$ cat config.mk
export PLATFORM = sky130hd
export DESIGN_NAME = pld_top
export DESIGN_NICKNAME = d
export VERILOG_FILES = /design/src/hdl/pld_pkg.sv /design/src/hdl/pld_top.sv
export VERILOG_INCLUDE_DIRS = /design/src /design/src/hdl
export SDC_FILE = /design/constraint.sdc
export NUM_CORES = 1
export LEC_CHECK = 0
export BUFFER_PORTS_ARGS = -buffer_cell sky130_fd_sc_hd__buf_4
export CORE_ASPECT_RATIO = 1.25
export CORE_MARGIN = 1.5
export CORE_UTILIZATION = 26
export DETAILED_ROUTE_END_ITERATION = 12
export SLEW_MARGIN = 20
export SYNTH_ARGS = -nofsm -noshare
export SYNTH_HDL_FRONTEND = slang
export SYNTH_SLANG_ARGS = --single-unit
$ cat constraint.sdc
create_clock -name core_clk -period 4.2 [get_ports core_clk]
set_input_delay 1.26 -clock core_clk [delete_from_list [all_inputs] [get_ports core_clk]]
set_output_delay 1.26 -clock core_clk [all_outputs]
set_load 0.005 [all_outputs]
$ cat src/hdl/pld_consts.svh
// Purpose: addresses, field positions and reset values of the link diagnostics block
// Assumes: 8-bit management address, 16-bit registers
// Notes: included by the block and its bench
`ifndef PLD_CONSTS_SVH
`define PLD_CONSTS_SVH
// register addresses
`define PLD_A_CONF_ONE 8'h09
`define PLD_A_ICTL 8'h12
`define PLD_A_ISTS 8'h13
`define PLD_A_CONF_THREE 8'h1E
`define PLD_A_CONF_FOUR 8'h31
`define PLD_A_TDRC 8'h40
`define PLD_A_XPOS 8'h41
`define PLD_A_REFL0 8'h42
`define PLD_A_REFL4 8'h46
`define PLD_A_EDTH 8'h47
`define PLD_A_EDTM 8'h48
`define PLD_A_DSC 8'h49
// field positions
`define PLD_B_AUTO 7
`define PLD_B_TM_HI 15
`define PLD_B_TM_LO 13
`define PLD_B_MIRR 0
`define PLD_B_START 0
`define PLD_B_DSEN 0
`define PLD_B_DSENH 1
`define PLD_B_DSC_HI 4
`define PLD_B_DSC_LO 2
// interrupt source bits
`define PLD_I_LINK 0
`define PLD_I_SPD 1
`define PLD_I_ED 2
`define PLD_I_TDR 3
// reset values
`define PLD_CONF_ONE_RST 16'h0000
`define PLD_CONF_THREE_RST 16'h0000
`define PLD_CONF_FOUR_RST 16'h0000
`define PLD_ICTL_RST 16'h0000
`define PLD_EDTH_RST 16'h3010
`define PLD_EDTM_RST 16'h1010
`define PLD_DSC_RST 16'h0010
// limits and constants
`define PLD_REFL_MAX 3'h5
`define PLD_REFL_MAX_X 3'h4
`define PLD_IIR_SH 3
`define PLD_TM_MAX 3'h4
`define PLD_TM1_HI 8'h40
`define PLD_TM1_LO 8'hC0
`define PLD_LFSR_RST 11'h7FF
`endif

$ cat src/hdl/pld_pkg.sv
// Purpose: types of the link diagnostics block
// Assumes: nothing
// Notes: constants live in pld_consts.svh
package pld_pkg;
  // one symbol per twisted pair
  typedef struct packed {
    logic [7:0] a;
    logic [7:0] b;
    logic [7:0] c;
    logic [7:0] d;
  } pld_pair_t;
  // one stored reflection
  typedef struct packed {
    logic [9:0] tim;
    logic [5:0] amp;
  } pld_refl_t;
  typedef enum logic [1:0] {T_IDLE, T_CHECK, T_PULSE, T_LISTEN} pld_tdr_st_t;
  typedef enum logic [1:0] {SPD_10, SPD_100, SPD_1000} pld_speed_t;
endpackage

$ cat src/hdl/pld_top.sv
// Purpose: cable reflectometry, energy detect, downshift, mirroring, test modes
// Assumes: link inputs synchronous to core_clk; strobes one cycle long
// Notes: read data valid the cycle after the read strobe
// Operation
// - reflectometry runs only when partner unplugged or silent
// - after pulse, record arrival time and amplitude of each reflection
// - at most five reflections kept, earliest first
// - cross fault: keep first cross position and at most four reflections
// - auto-trigger bit starts a reflectometry run on link failure
// - result registers readable at any time
// - filtered energy compared with thresholds using hysteresis
// - thresholds and listening periods programmable
// - fast link modes set through config_three
// - downshift to 100M after configurable failed gigabit attempts, default four
// - enhanced mode: one failure without C/D energy downshifts
// - downshift to 10M when gigabit and 100M both fail
// - downshift enabled by strap sampled at reset or register
// - 10/100 mirroring routes A to D and B to C
// - gigabit mirroring swaps A with D and B with C
// - mirroring enabled by strap or config_four bit
// - mirrored pair signals are polarity inverted
// - interrupt output raised on status changes
// - interrupt sources chosen by interrupt_control and interrupt_status
// - config_one field selects normal operation or four test modes: square wave in mode 1, the same LFSR pattern in modes 2 to 4
// - test clock output synchronous to active test pattern
`timescale 1ns/1ns
`default_nettype none
`include "pld_consts.svh"
module pld_top (
  input wire logic core_clk,
  input wire logic rst_n,
  input wire logic [7:0] reg_addr,
  input wire logic [15:0] reg_wdata,
  input wire logic reg_wr,
  input wire logic reg_rd,
  output logic [15:0] reg_rdata,
  input wire logic link_up,
  input wire logic link_fail,
  input wire logic partner_quiet,
  input wire logic gig_fail,
  input wire logic fe_fail,
  input wire logic cd_energy,
  input wire logic [11:0] energy_lvl,
  input wire logic refl_valid,
  input wire logic refl_cross,
  input wire pld_pkg::pld_refl_t refl_in,
  input wire logic tdr_done,
  input wire logic strap_downshift,
  input wire logic strap_mirror,
  input wire pld_pkg::pld_pair_t tx_in,
  output pld_pkg::pld_pair_t mdi_out,
  output logic tdr_pulse,
  output logic [1:0] speed_sel,
  output logic energy_det,
  output logic [15:0] fast_link_cfg,
  output logic irq_n,
  output logic test_clk
);
  logic [15:0] conf_one_r, conf_three_r, conf_four_r, ictl_r, ists_r, edth_r, edtm_r, dsc_r;
  logic [15:0] rdata_r, ists_nxt, ev;
  pld_pkg::pld_refl_t refl_r [0:4];
  logic [9:0] xpos_r;
  logic [2:0] rcnt_r, rlim;
  logic xseen_r, tdone_r, tfail_r, str_done_r, str_ds_r, str_mir_r;
  pld_pkg::pld_tdr_st_t tst_r;
  pld_pkg::pld_speed_t spd_r;
  logic [2:0] fcnt_r, tm;
  logic [11:0] filt_r;
  logic signed [12:0] fdiff;
  logic [7:0] lcnt_r, lfsr_pat;
  logic ed_r, link_q_r, tclk_r, test_on, ds_en, mir_en, wr_ctl, rd_sts;
  logic [10:0] lfsr_r;
  logic [3:0] ph_r;
  pld_pkg::pld_pair_t mout;
  logic speed_chg_r, ed_q_r;
  pld_pkg::pld_speed_t spd_q_r;

  // polarity inversion of one pair symbol
  function automatic logic [7:0] inv8(input logic [7:0] x);
    inv8 = 8'(~x + 8'h01);
  endfunction

  // register hit decode
  function automatic logic hit(input logic [7:0] a, input logic [7:0] b);
    hit = (a == b);
  endfunction

  assign rd_sts = reg_rd && hit(reg_addr, `PLD_A_ISTS);
  assign wr_ctl = reg_wr && hit(reg_addr, `PLD_A_TDRC);
  assign tm = conf_one_r[`PLD_B_TM_HI:`PLD_B_TM_LO];
  assign test_on = (tm != 3'h0) && (tm <= `PLD_TM_MAX);
  assign ds_en = str_ds_r | dsc_r[`PLD_B_DSEN];
  assign mir_en = str_mir_r | conf_four_r[`PLD_B_MIRR];
  assign fast_link_cfg = conf_three_r;
  assign speed_sel = spd_r;
  assign energy_det = ed_r;
  assign reg_rdata = rdata_r;
  assign test_clk = tclk_r;
  assign tdr_pulse = (tst_r == pld_pkg::T_PULSE);
  assign irq_n = ~|(ists_r & ictl_r);

  // straps caught once, on the first edge after reset release
  always_ff @(posedge core_clk) begin
    if (!rst_n) begin
      str_done_r <= 1'b0;
      str_ds_r <= 1'b0;
      str_mir_r <= 1'b0;
    end else if (!str_done_r) begin
      str_done_r <= 1'b1;
      str_ds_r <= strap_downshift;
      str_mir_r <= strap_mirror;
    end
  end

  // software-written configuration
  always_ff @(posedge core_clk) begin
    if (!rst_n) begin
      conf_one_r <= `PLD_CONF_ONE_RST;
      conf_three_r <= `PLD_CONF_THREE_RST;
      conf_four_r <= `PLD_CONF_FOUR_RST;
      ictl_r <= `PLD_ICTL_RST;
      edth_r <= `PLD_EDTH_RST;
      edtm_r <= `PLD_EDTM_RST;
      dsc_r <= `PLD_DSC_RST;
    end else if (reg_wr) begin
      if (hit(reg_addr, `PLD_A_CONF_ONE)) begin
        conf_one_r <= reg_wdata;
      end else if (hit(reg_addr, `PLD_A_CONF_THREE)) begin
        conf_three_r <= reg_wdata;
      end else if (hit(reg_addr, `PLD_A_CONF_FOUR)) begin
        conf_four_r <= reg_wdata;
      end else if (hit(reg_addr, `PLD_A_ICTL)) begin
        ictl_r <= reg_wdata;
      end else if (hit(reg_addr, `PLD_A_EDTH)) begin
        edth_r <= reg_wdata;
      end else if (hit(reg_addr, `PLD_A_EDTM)) begin
        edtm_r <= reg_wdata;
      end else if (hit(reg_addr, `PLD_A_DSC)) begin
        dsc_r <= reg_wdata;
      end
    end
  end

  // read mux, results readable in any state
  always_ff @(posedge core_clk) begin
    if (!rst_n) begin
      rdata_r <= 16'h0000;
    end else if (reg_rd) begin
      if (hit(reg_addr, `PLD_A_CONF_ONE)) begin
        rdata_r <= conf_one_r;
      end else if (hit(reg_addr, `PLD_A_ICTL)) begin
        rdata_r <= ictl_r;
      end else if (hit(reg_addr, `PLD_A_ISTS)) begin
        rdata_r <= ists_r;
      end else if (hit(reg_addr, `PLD_A_CONF_THREE)) begin
        rdata_r <= conf_three_r;
      end else if (hit(reg_addr, `PLD_A_CONF_FOUR)) begin
        rdata_r <= conf_four_r;
      end else if (hit(reg_addr, `PLD_A_TDRC)) begin
        rdata_r <= {6'h00, spd_r, ed_r, rcnt_r, xseen_r, tfail_r, tdone_r,
                    tst_r != pld_pkg::T_IDLE};
      end else if (hit(reg_addr, `PLD_A_XPOS)) begin
        rdata_r <= {6'h00, xpos_r};
      end else if (reg_addr >= `PLD_A_REFL0 && reg_addr <= `PLD_A_REFL4) begin
        rdata_r <= refl_r[3'(reg_addr - `PLD_A_REFL0)];
      end else if (hit(reg_addr, `PLD_A_EDTH)) begin
        rdata_r <= edth_r;
      end else if (hit(reg_addr, `PLD_A_EDTM)) begin
        rdata_r <= edtm_r;
      end else if (hit(reg_addr, `PLD_A_DSC)) begin
        rdata_r <= dsc_r;
      end else begin
        rdata_r <= 16'h0000;
      end
    end else begin
      rdata_r <= 16'h0000;
    end
  end

  // reflectometry sequencer
  always_ff @(posedge core_clk) begin
    if (!rst_n) begin
      tst_r <= pld_pkg::T_IDLE;
      tdone_r <= 1'b0;
      tfail_r <= 1'b0;
    end else begin
      case (tst_r)
        pld_pkg::T_IDLE: begin
          if ((wr_ctl && reg_wdata[`PLD_B_START]) ||
              (link_fail && conf_one_r[`PLD_B_AUTO])) begin
            tst_r <= pld_pkg::T_CHECK;
            tdone_r <= 1'b0;
            tfail_r <= 1'b0;
          end
        end
        pld_pkg::T_CHECK: begin
          if (partner_quiet && !link_up) begin
            tst_r <= pld_pkg::T_PULSE;
          end else begin
            tst_r <= pld_pkg::T_IDLE;
            tfail_r <= 1'b1;
          end
        end
        pld_pkg::T_PULSE: begin
          tst_r <= pld_pkg::T_LISTEN;
        end
        default: begin
          if (tdr_done) begin
            tst_r <= pld_pkg::T_IDLE;
            tdone_r <= 1'b1;
          end
        end
      endcase
    end
  end

  // reflection capture, earliest kept
  assign rlim = xseen_r ? `PLD_REFL_MAX_X : `PLD_REFL_MAX;
  always_ff @(posedge core_clk) begin
    if (!rst_n) begin
      rcnt_r <= 3'h0;
      xseen_r <= 1'b0;
      xpos_r <= 10'h000;
      for (int i = 0; i < 5; i++) begin
        refl_r[i] <= '0;
      end
    end else if (tst_r == pld_pkg::T_PULSE) begin
      rcnt_r <= 3'h0;
      xseen_r <= 1'b0;
    end else if (tst_r == pld_pkg::T_LISTEN && refl_valid) begin
      if (refl_cross) begin
        if (!xseen_r) begin
          xseen_r <= 1'b1;
          xpos_r <= refl_in.tim;
          if (rcnt_r > `PLD_REFL_MAX_X) begin
            rcnt_r <= `PLD_REFL_MAX_X;
          end
        end
      end else if (rcnt_r < rlim) begin
        refl_r[rcnt_r] <= refl_in;
        rcnt_r <= rcnt_r + 3'h1;
      end
    end
  end

  // iir energy filter and hysteresis detector
  assign fdiff = $signed({1'b0, energy_lvl}) - $signed({1'b0, filt_r});
  always_ff @(posedge core_clk) begin
    if (!rst_n) begin
      filt_r <= 12'h000;
      ed_r <= 1'b0;
      lcnt_r <= 8'h00;
    end else begin
      filt_r <= 12'($signed({1'b0, filt_r}) + (fdiff >>> `PLD_IIR_SH));
      if (!ed_r && filt_r[11:4] >= edth_r[15:8]) begin
        if (lcnt_r >= edtm_r[15:8]) begin
          ed_r <= 1'b1;
          lcnt_r <= 8'h00;
        end else begin
          lcnt_r <= lcnt_r + 8'h01;
        end
      end else if (ed_r && filt_r[11:4] < edth_r[7:0]) begin
        if (lcnt_r >= edtm_r[7:0]) begin
          ed_r <= 1'b0;
          lcnt_r <= 8'h00;
        end else begin
          lcnt_r <= lcnt_r + 8'h01;
        end
      end else begin
        lcnt_r <= 8'h00;
      end
    end
  end

  // speed downshift
  always_ff @(posedge core_clk) begin
    if (!rst_n) begin
      spd_r <= pld_pkg::SPD_1000;
      fcnt_r <= 3'h0;
    end else if (!ds_en) begin
      spd_r <= pld_pkg::SPD_1000;
      fcnt_r <= 3'h0;
    end else if (link_up) begin
      fcnt_r <= 3'h0;
    end else if (gig_fail && spd_r == pld_pkg::SPD_1000) begin
      if ((dsc_r[`PLD_B_DSENH] && !cd_energy) ||
          fcnt_r + 3'h1 >= dsc_r[`PLD_B_DSC_HI:`PLD_B_DSC_LO]) begin
        spd_r <= pld_pkg::SPD_100;
        fcnt_r <= 3'h0;
      end else begin
        fcnt_r <= fcnt_r + 3'h1;
      end
    end else if (fe_fail && spd_r == pld_pkg::SPD_100) begin
      spd_r <= pld_pkg::SPD_10;
    end
  end

  // sticky status, read clears, a new event wins
  always_comb begin
    ev = 16'h0000;
    ev[`PLD_I_LINK] = link_up ^ link_q_r;
    ev[`PLD_I_SPD] = 1'b0;
    ev[`PLD_I_ED] = 1'b0;
    ev[`PLD_I_TDR] = (tst_r == pld_pkg::T_LISTEN) && tdr_done;
    ists_nxt = (rd_sts ? 16'h0000 : ists_r) | ev;
  end
  always_ff @(posedge core_clk) begin
    if (!rst_n) begin
      ists_r <= 16'h0000;
      link_q_r <= 1'b0;
    end else begin
      ists_r <= ists_nxt;
      ists_r[`PLD_I_SPD] <= ists_nxt[`PLD_I_SPD] | (speed_chg_r);
      ists_r[`PLD_I_ED] <= ists_nxt[`PLD_I_ED] | (ed_r ^ ed_q_r);
      link_q_r <= link_up;
    end
  end
  // delayed copies for change events
  always_ff @(posedge core_clk) begin
    if (!rst_n) begin
      spd_q_r <= pld_pkg::SPD_1000;
      ed_q_r <= 1'b0;
      speed_chg_r <= 1'b0;
    end else begin
      spd_q_r <= spd_r;
      ed_q_r <= ed_r;
      speed_chg_r <= (spd_r != spd_q_r);
    end
  end

  // test pattern source and its clock
  always_ff @(posedge core_clk) begin
    if (!rst_n || !test_on) begin
      tclk_r <= 1'b0;
      lfsr_r <= `PLD_LFSR_RST;
      ph_r <= 4'h0;
    end else begin
      tclk_r <= ~tclk_r;
      if (!tclk_r) begin
        lfsr_r <= {lfsr_r[9:0], lfsr_r[10] ^ lfsr_r[8]};
        ph_r <= ph_r + 4'h1;
      end
    end
  end
  assign lfsr_pat = (tm == 3'h1) ? (ph_r[3] ? `PLD_TM1_HI : `PLD_TM1_LO)
                                 : lfsr_r[7:0];

  // pair mapping with mirroring and inversion
  always_comb begin
    mout = tx_in;
    if (test_on) begin
      mout = {4{lfsr_pat}};
    end else if (mir_en && spd_r == pld_pkg::SPD_1000) begin
      mout.a = inv8(tx_in.d);
      mout.b = inv8(tx_in.c);
      mout.c = inv8(tx_in.b);
      mout.d = inv8(tx_in.a);
    end else if (mir_en) begin
      mout.a = 8'h00;
      mout.b = 8'h00;
      mout.c = inv8(tx_in.b);
      mout.d = inv8(tx_in.a);
    end
  end
  always_ff @(posedge core_clk) begin
    if (!rst_n) begin
      mdi_out <= '0;
    end else begin
      mdi_out <= mout;
    end
  end
endmodule // pld_top
`default_nettype wire

# Word level (Yosys, flattened, before mapping)
# Memory sizes are Yosys's and may differ from the RTL's.
# Cells that the tools add are included.
dict set report totals {
  regBits 244
  memories 1
  word_cells 215
  input_bits 99
  ram_bits 80
}
dict set report op_classes {
  eq_ne 23
  magnitude_cmp 10
  n_addsub 11
  n_bitwise 26
  reduce_logical 56
  muxes 54
}
# name words width read_ports rd_ports_with_merged_regs write_ports line
set mem_list {}
lappend mem_list {refl_r 5 16 1 0 5 pld_top.sv:61} ;# pld_pkg::pld_refl_t refl_r [0:4];
# cell count
set ops {}
lappend ops {{$mux 16} 13}
lappend ops {{$mux 32} 3}
lappend ops {{$mux 8} 6}
lappend ops {{$add 8x1->8 const B} 5}
lappend ops {{$eq 8x7->1 const B} 5}
lappend ops {{$not 8->8} 4}
lappend ops {{$reduce_or 16->1} 2}
lappend ops {{$eq 8x5->1 const B} 3}
lappend ops {{$ge 8x8->1} 3}
lappend ops {{$mux 3} 6}
lappend ops {{$mux 1} 17}
lappend ops {{$and 16x16->16} 1}
lappend ops {{$or 16x4->16} 1}
lappend ops {{$logic_and 1x1->1} 15}
lappend ops {{$reduce_and 3->1} 5}
lappend ops {{$reduce_bool 2->1} 7}
lappend ops {{$not 1->1} 13}
lappend ops {{$sub 12x12->13} 1}
lappend ops {{$add 12x10->12} 1}
lappend ops {{$mux 2} 6}
lappend ops {{$reduce_and 4->1} 3}
lappend ops {{$reduce_and 2->1} 5}
lappend ops {{$eq 8x4->1 const B} 1}
lappend ops {{$eq 8x6->1 const B} 1}
lappend ops {{other kinds (31)} 53}

# Longest topological paths before layout
dict set report logic_depth {
  depth_word 12
  mapped_depth 17
  mapped_depth_nobuf 17
}

# Worst setup path after synthesis
# Ideal clock, no wire load.
dict set report synth_timing {
  path_kind {in2reg}
  start {in energy_lvl[4]}
  end {reg filt_r[11]}
  setup_slack_ps -83
  n_path_buf 0
  cell_stages 16
  arrival_time_ps 4155
  setup_time_ps 128
  required_ps 4072
  path_cell_list {ha_1 -> a21o_1 -> a2111o_1 -> a41oi_1 -> nor2_1 -> nand4_1 -> nand3_1 -> nor2b_1 -> ha_1 -> and2_1 -> o21ai_0 -> or3_1 -> o311ai_0 -> a311oi_1 -> xor2_1 -> nor2_1}
}
dict set report synth_between {
  elab_chain_len 2
}
# element line
set synth_rtl {}
lappend synth_rtl {{from (decl)} pld_top.sv:43} ;# input wire logic [11:0] energy_lvl,
lappend synth_rtl {{$sub 12x12->13} pld_top.sv:247} ;# assign fdiff = $signed({1'b0, energy_lvl}) - $signed({1'b0, filt_r});
lappend synth_rtl {{$add 12x10->12} pld_top.sv:254} ;# filt_r <= 12'($signed({1'b0, filt_r}) + (fdiff >>> `PLD_IIR_SH));
lappend synth_rtl {{to (signal assigned)} pld_top.sv:254}
lappend synth_rtl {{to (decl)} pld_top.sv:68} ;# logic [11:0] filt_r;
# Every way passes these cells.
# A chain may end at the register's enable or synchronous reset.

# Worst setup path in the final report
# Same ends and word-level chain as after synthesis.

==> flow_summary_export.csv <==
group,metric,value,unit
grt,grt_pass1_vias,14010,
setup_path,cp-start-kind,"input pin",
final_layout,diodes,0,
drt,drtPass1Iterations,5,
grt,grt_max_degree,110,
synth,yosysSeqAreaShare,48.51,%
grt,antenna_found_initial,4,
power_and_ir_drop,power_leakage,0.008291,uW
setup_path,worstPathArrival,4.40,ns
final_layout,final_common_cell,"nand2_1",
cts,insertion_delay,0.60,ns
sta,fmax,0.2539,GHz
power_and_ir_drop,combPwrFrac,22.2,%
power_and_ir_drop,peakVddDrop,0.2185,mV
final_layout,fin_nets,2162,
power_and_ir_drop,internal-power,7009,uW
power_and_ir_drop,clkPwrFrac,38.1,%
cts,cts_sinks,360,
die,die_h,293.0,microns
setup_path,crit_type,"in -> reg",
synth,ys_ff_latch,360,
drt,drc,0,
power_and_ir_drop,finalPower,9737,uW
cts,cts_resized,0,
sta,finalCriticalPeriod,3.939,ns
placement,hpwl,40120,microns
die,die-area,68870,sq um
power_and_ir_drop,power_density,451.1,nW/um^2
setup_path,worstSetupStartpoint,"energy_lvl[4]",
run_status,status,"finished, final reports clean",
sta,rsz0062_at_grt,"no",
sta,worst_pin_slew,0.8201,ns
synth,synth_edf_count,128,
synth,netlist.area_leader.share,26.54,%
die,row_count,106,
grt,grt_pass1_wl,83060,microns
power_and_ir_drop,swShare,28.01,%
drt,initialDrtViolationCount,1023,
synth,syn_area,17500,sq um
die,design.portCount,169,
sta,final-setup-viol-count,0,
min_path,holdCritPathClass,"reg -> reg",
sta,slew_headroom,45.25,%
synth,synthFlopType,"dfxtp_1",
grt,track_usage,15.54,%
synth,ys_top_cells_by_area,"dfxtp_1 (27%), edfxtp_1 (22%), nand2_1 (5.4%)",
drt,routed_wl,54260,microns
cts,cts_buffers,42,
synth,synthArstFlopShare,0,%
sta,hold_viol_final,0,
setup_path,critPathMaxFanout,3,
cts,clock_path_buffers,3,
die,die_width,235.0,microns
cts,cts_setup_buffers,0,
setup_path,endpoint_kind,"flip-flop",
drt,vias,14040,
min_path,min-delay-start,"conf_one_r[11]$_SDFFE_PN0P_",
sta,fin_skew,0.04109,ns
sta,period_share,93.78,%
cts,clk_pin_slew,0.06,ns
synth,ys_warn_count,0,
power_and_ir_drop,power.switching,2728,uW
final_layout,final_cell_mix,"nand2_1 (254), buf_4 (237), dfxtp_1 (232)",
sta,setup_tns,0,ns
cts,h-tree-depth,2,
power_and_ir_drop,p_seq_share,39.7,%
final_layout,area_delta_synth_final,23.36,%
synth,syn_inst,1759,
placement,gp_congestion,0.9296,
synth,yosysTopAreaCell,"dfxtp_1",
run,maxCapViolCount,0,
setup_path,critPathRequiredTime,4.66,ns
placement,port_buffers,168,
drt,ant_nets,0,
cts,ctsHoldBuffers,0,
grt,overflow,0,
cts,cts_tree,"yes",
synth,synth.distinct_cells,88,
setup_path,reg2reg_from,"filt_r[4]$_SDFF_PN0_",
cts,root_buffer,"clkbuf_16",
synth,synth_area_per_cell,9.947,sq um
drt,post_drt_via_cell_ratio,4.867,
sta,slew_violations,0,
die,start_util,26.23,%
drt,wl_per_cell,18.81,microns
final_layout,drive_above_1_share,18.27,%
die,core_area,66710,sq um
-- synthesized netlist by cell type (all sizes together), types with 7 or more instances --
| master | instances |
|---|---|
| a211oi | 7 |
| a21o | 28 |
| a21oi | 140 |
| a221oi | 22 |
| a22oi | 27 |
| a31oi | 13 |
| and2 | 96 |
| and3 | 11 |
| buf | 34 |
| clkbuf | 65 |
| dfxtp | 232 |
| edfxtp | 128 |
| ha | 71 |
| inv | 63 |
| mux2 | 10 |
| mux2i | 66 |
| mux4 | 32 |
| nand2 | 255 |
| nand2b | 22 |
| nand3 | 15 |
| nand3b | 7 |
| nor2 | 138 |
| nor2b | 9 |
| nor3 | 20 |
| o211ai | 11 |
| o21a | 22 |
| o21ai | 75 |
| xnor2 | 25 |
| xor2 | 28 |
-- worst paths after layout --
path	slack, ns	end	cells past startpoint
setup / recovery	0.26	filt_r[11]$_SDFF_PN0_	16
hold / removal	0.46	conf_one_r[11]$_SDFFE_PN0P_	2
setup reg to reg	0.58	filt_r[11]$_SDFF_PN0_	16
hold reg to reg	0.46	conf_one_r[11]$_SDFFE_PN0P_	2
-- metrics by stage --
step	worst slack (ns)	hold slack, ns	util, %	cell area (sq um)	cells
after global placement	-0.2927	0.4333	30.25	20180	2811
after floorplan	0.01626	0.4130	-	17690	1806
after global routing	0.001063	0.4677	32.35	21580	2884
after detailed placement	-0.3826	0.4435	30.26	20190	2811
final	0.2613	0.4553	32.35	21580	2884
after CTS	0.2445	0.4515	32.35	21580	2884
-- flip-flops by register name, indices dropped and copies added (netlist names), 4 cells and up --
signal         flops
edtm_r            16
dsc_r             16
ists_r             4
conf_four_r       16
lfsr_r            11
mdi_out           32
ph_r               4
filt_r            12
refl_r           128
reg_rdata         16
lcnt_r             8
xpos_r            10
fast_link_cfg     16
ictl_r            16
edth_r            16
conf_one_r        16
-- routing by layer --
metal	routed length [microns]	up-vias	share of wire, %	global-route usage (%)
met1	22390	6774	41	19.33
met3	3632	116	6.7	3.100
met2	26220	462	48	26.52
li1	-	6677	-	-
met5	51	-	0.094	0
met4	1969	8	3.6	5.844
-- power groups by stage --
| stage | clock [uW] | sequential (uW) | combinational (uW) |
|---|---|---|---|
| after floorplan | 0 | 3900 | 1300 |
| after global placement | 0 | 3940 | 2070 |
| after detailed placement | 0 | 3940 | 2150 |
| after CTS | 3800 | 3870 | 2170 |
| after global routing | 3930 | 3890 | 2410 |
| final | 3710 | 3870 | 2160 |
-- cell type report --
class,instances,area (sq um)
Fill cell,6723,45130
Multi-Input combinational cell,1284,8538
Sequential cell,360,8488
Timing Repair Buffer,240,1839
Clock buffer,55,1130
Tap cell,864,1081
Clock inverter,18,267.8
Inverter,63,239.0
-- logic make-up after synthesis --
family | count (synthesis) | synth area share [%]
buf+inv | 162 | 3.933
compound gates | 390 | 14.14
other cells | 1 | 0.02143
fa+ha+maj | 72 | 5.192
flops | 360 | 48.51
xor+xnor | 53 | 2.653
simple gates | 613 | 17.01
mux | 108 | 8.538
-- critical path, cell delays in order --
cell and delay, ns:
buf_4 0.12, ha_4 0.23, a21o_1 0.16, a2111o_1 0.41, a41oi_2 0.21, nor2_1 0.11
and2_1 0.19, nor2_1 0.11, xnor2_1 0.09, ha_1 0.20, or3_1 0.39, o211ai_1 0.28
o311ai_1 0.13, a311oi_1 0.31, xor2_1 0.17, nor2_1 0.05
(Power assumes the default switching activity.)
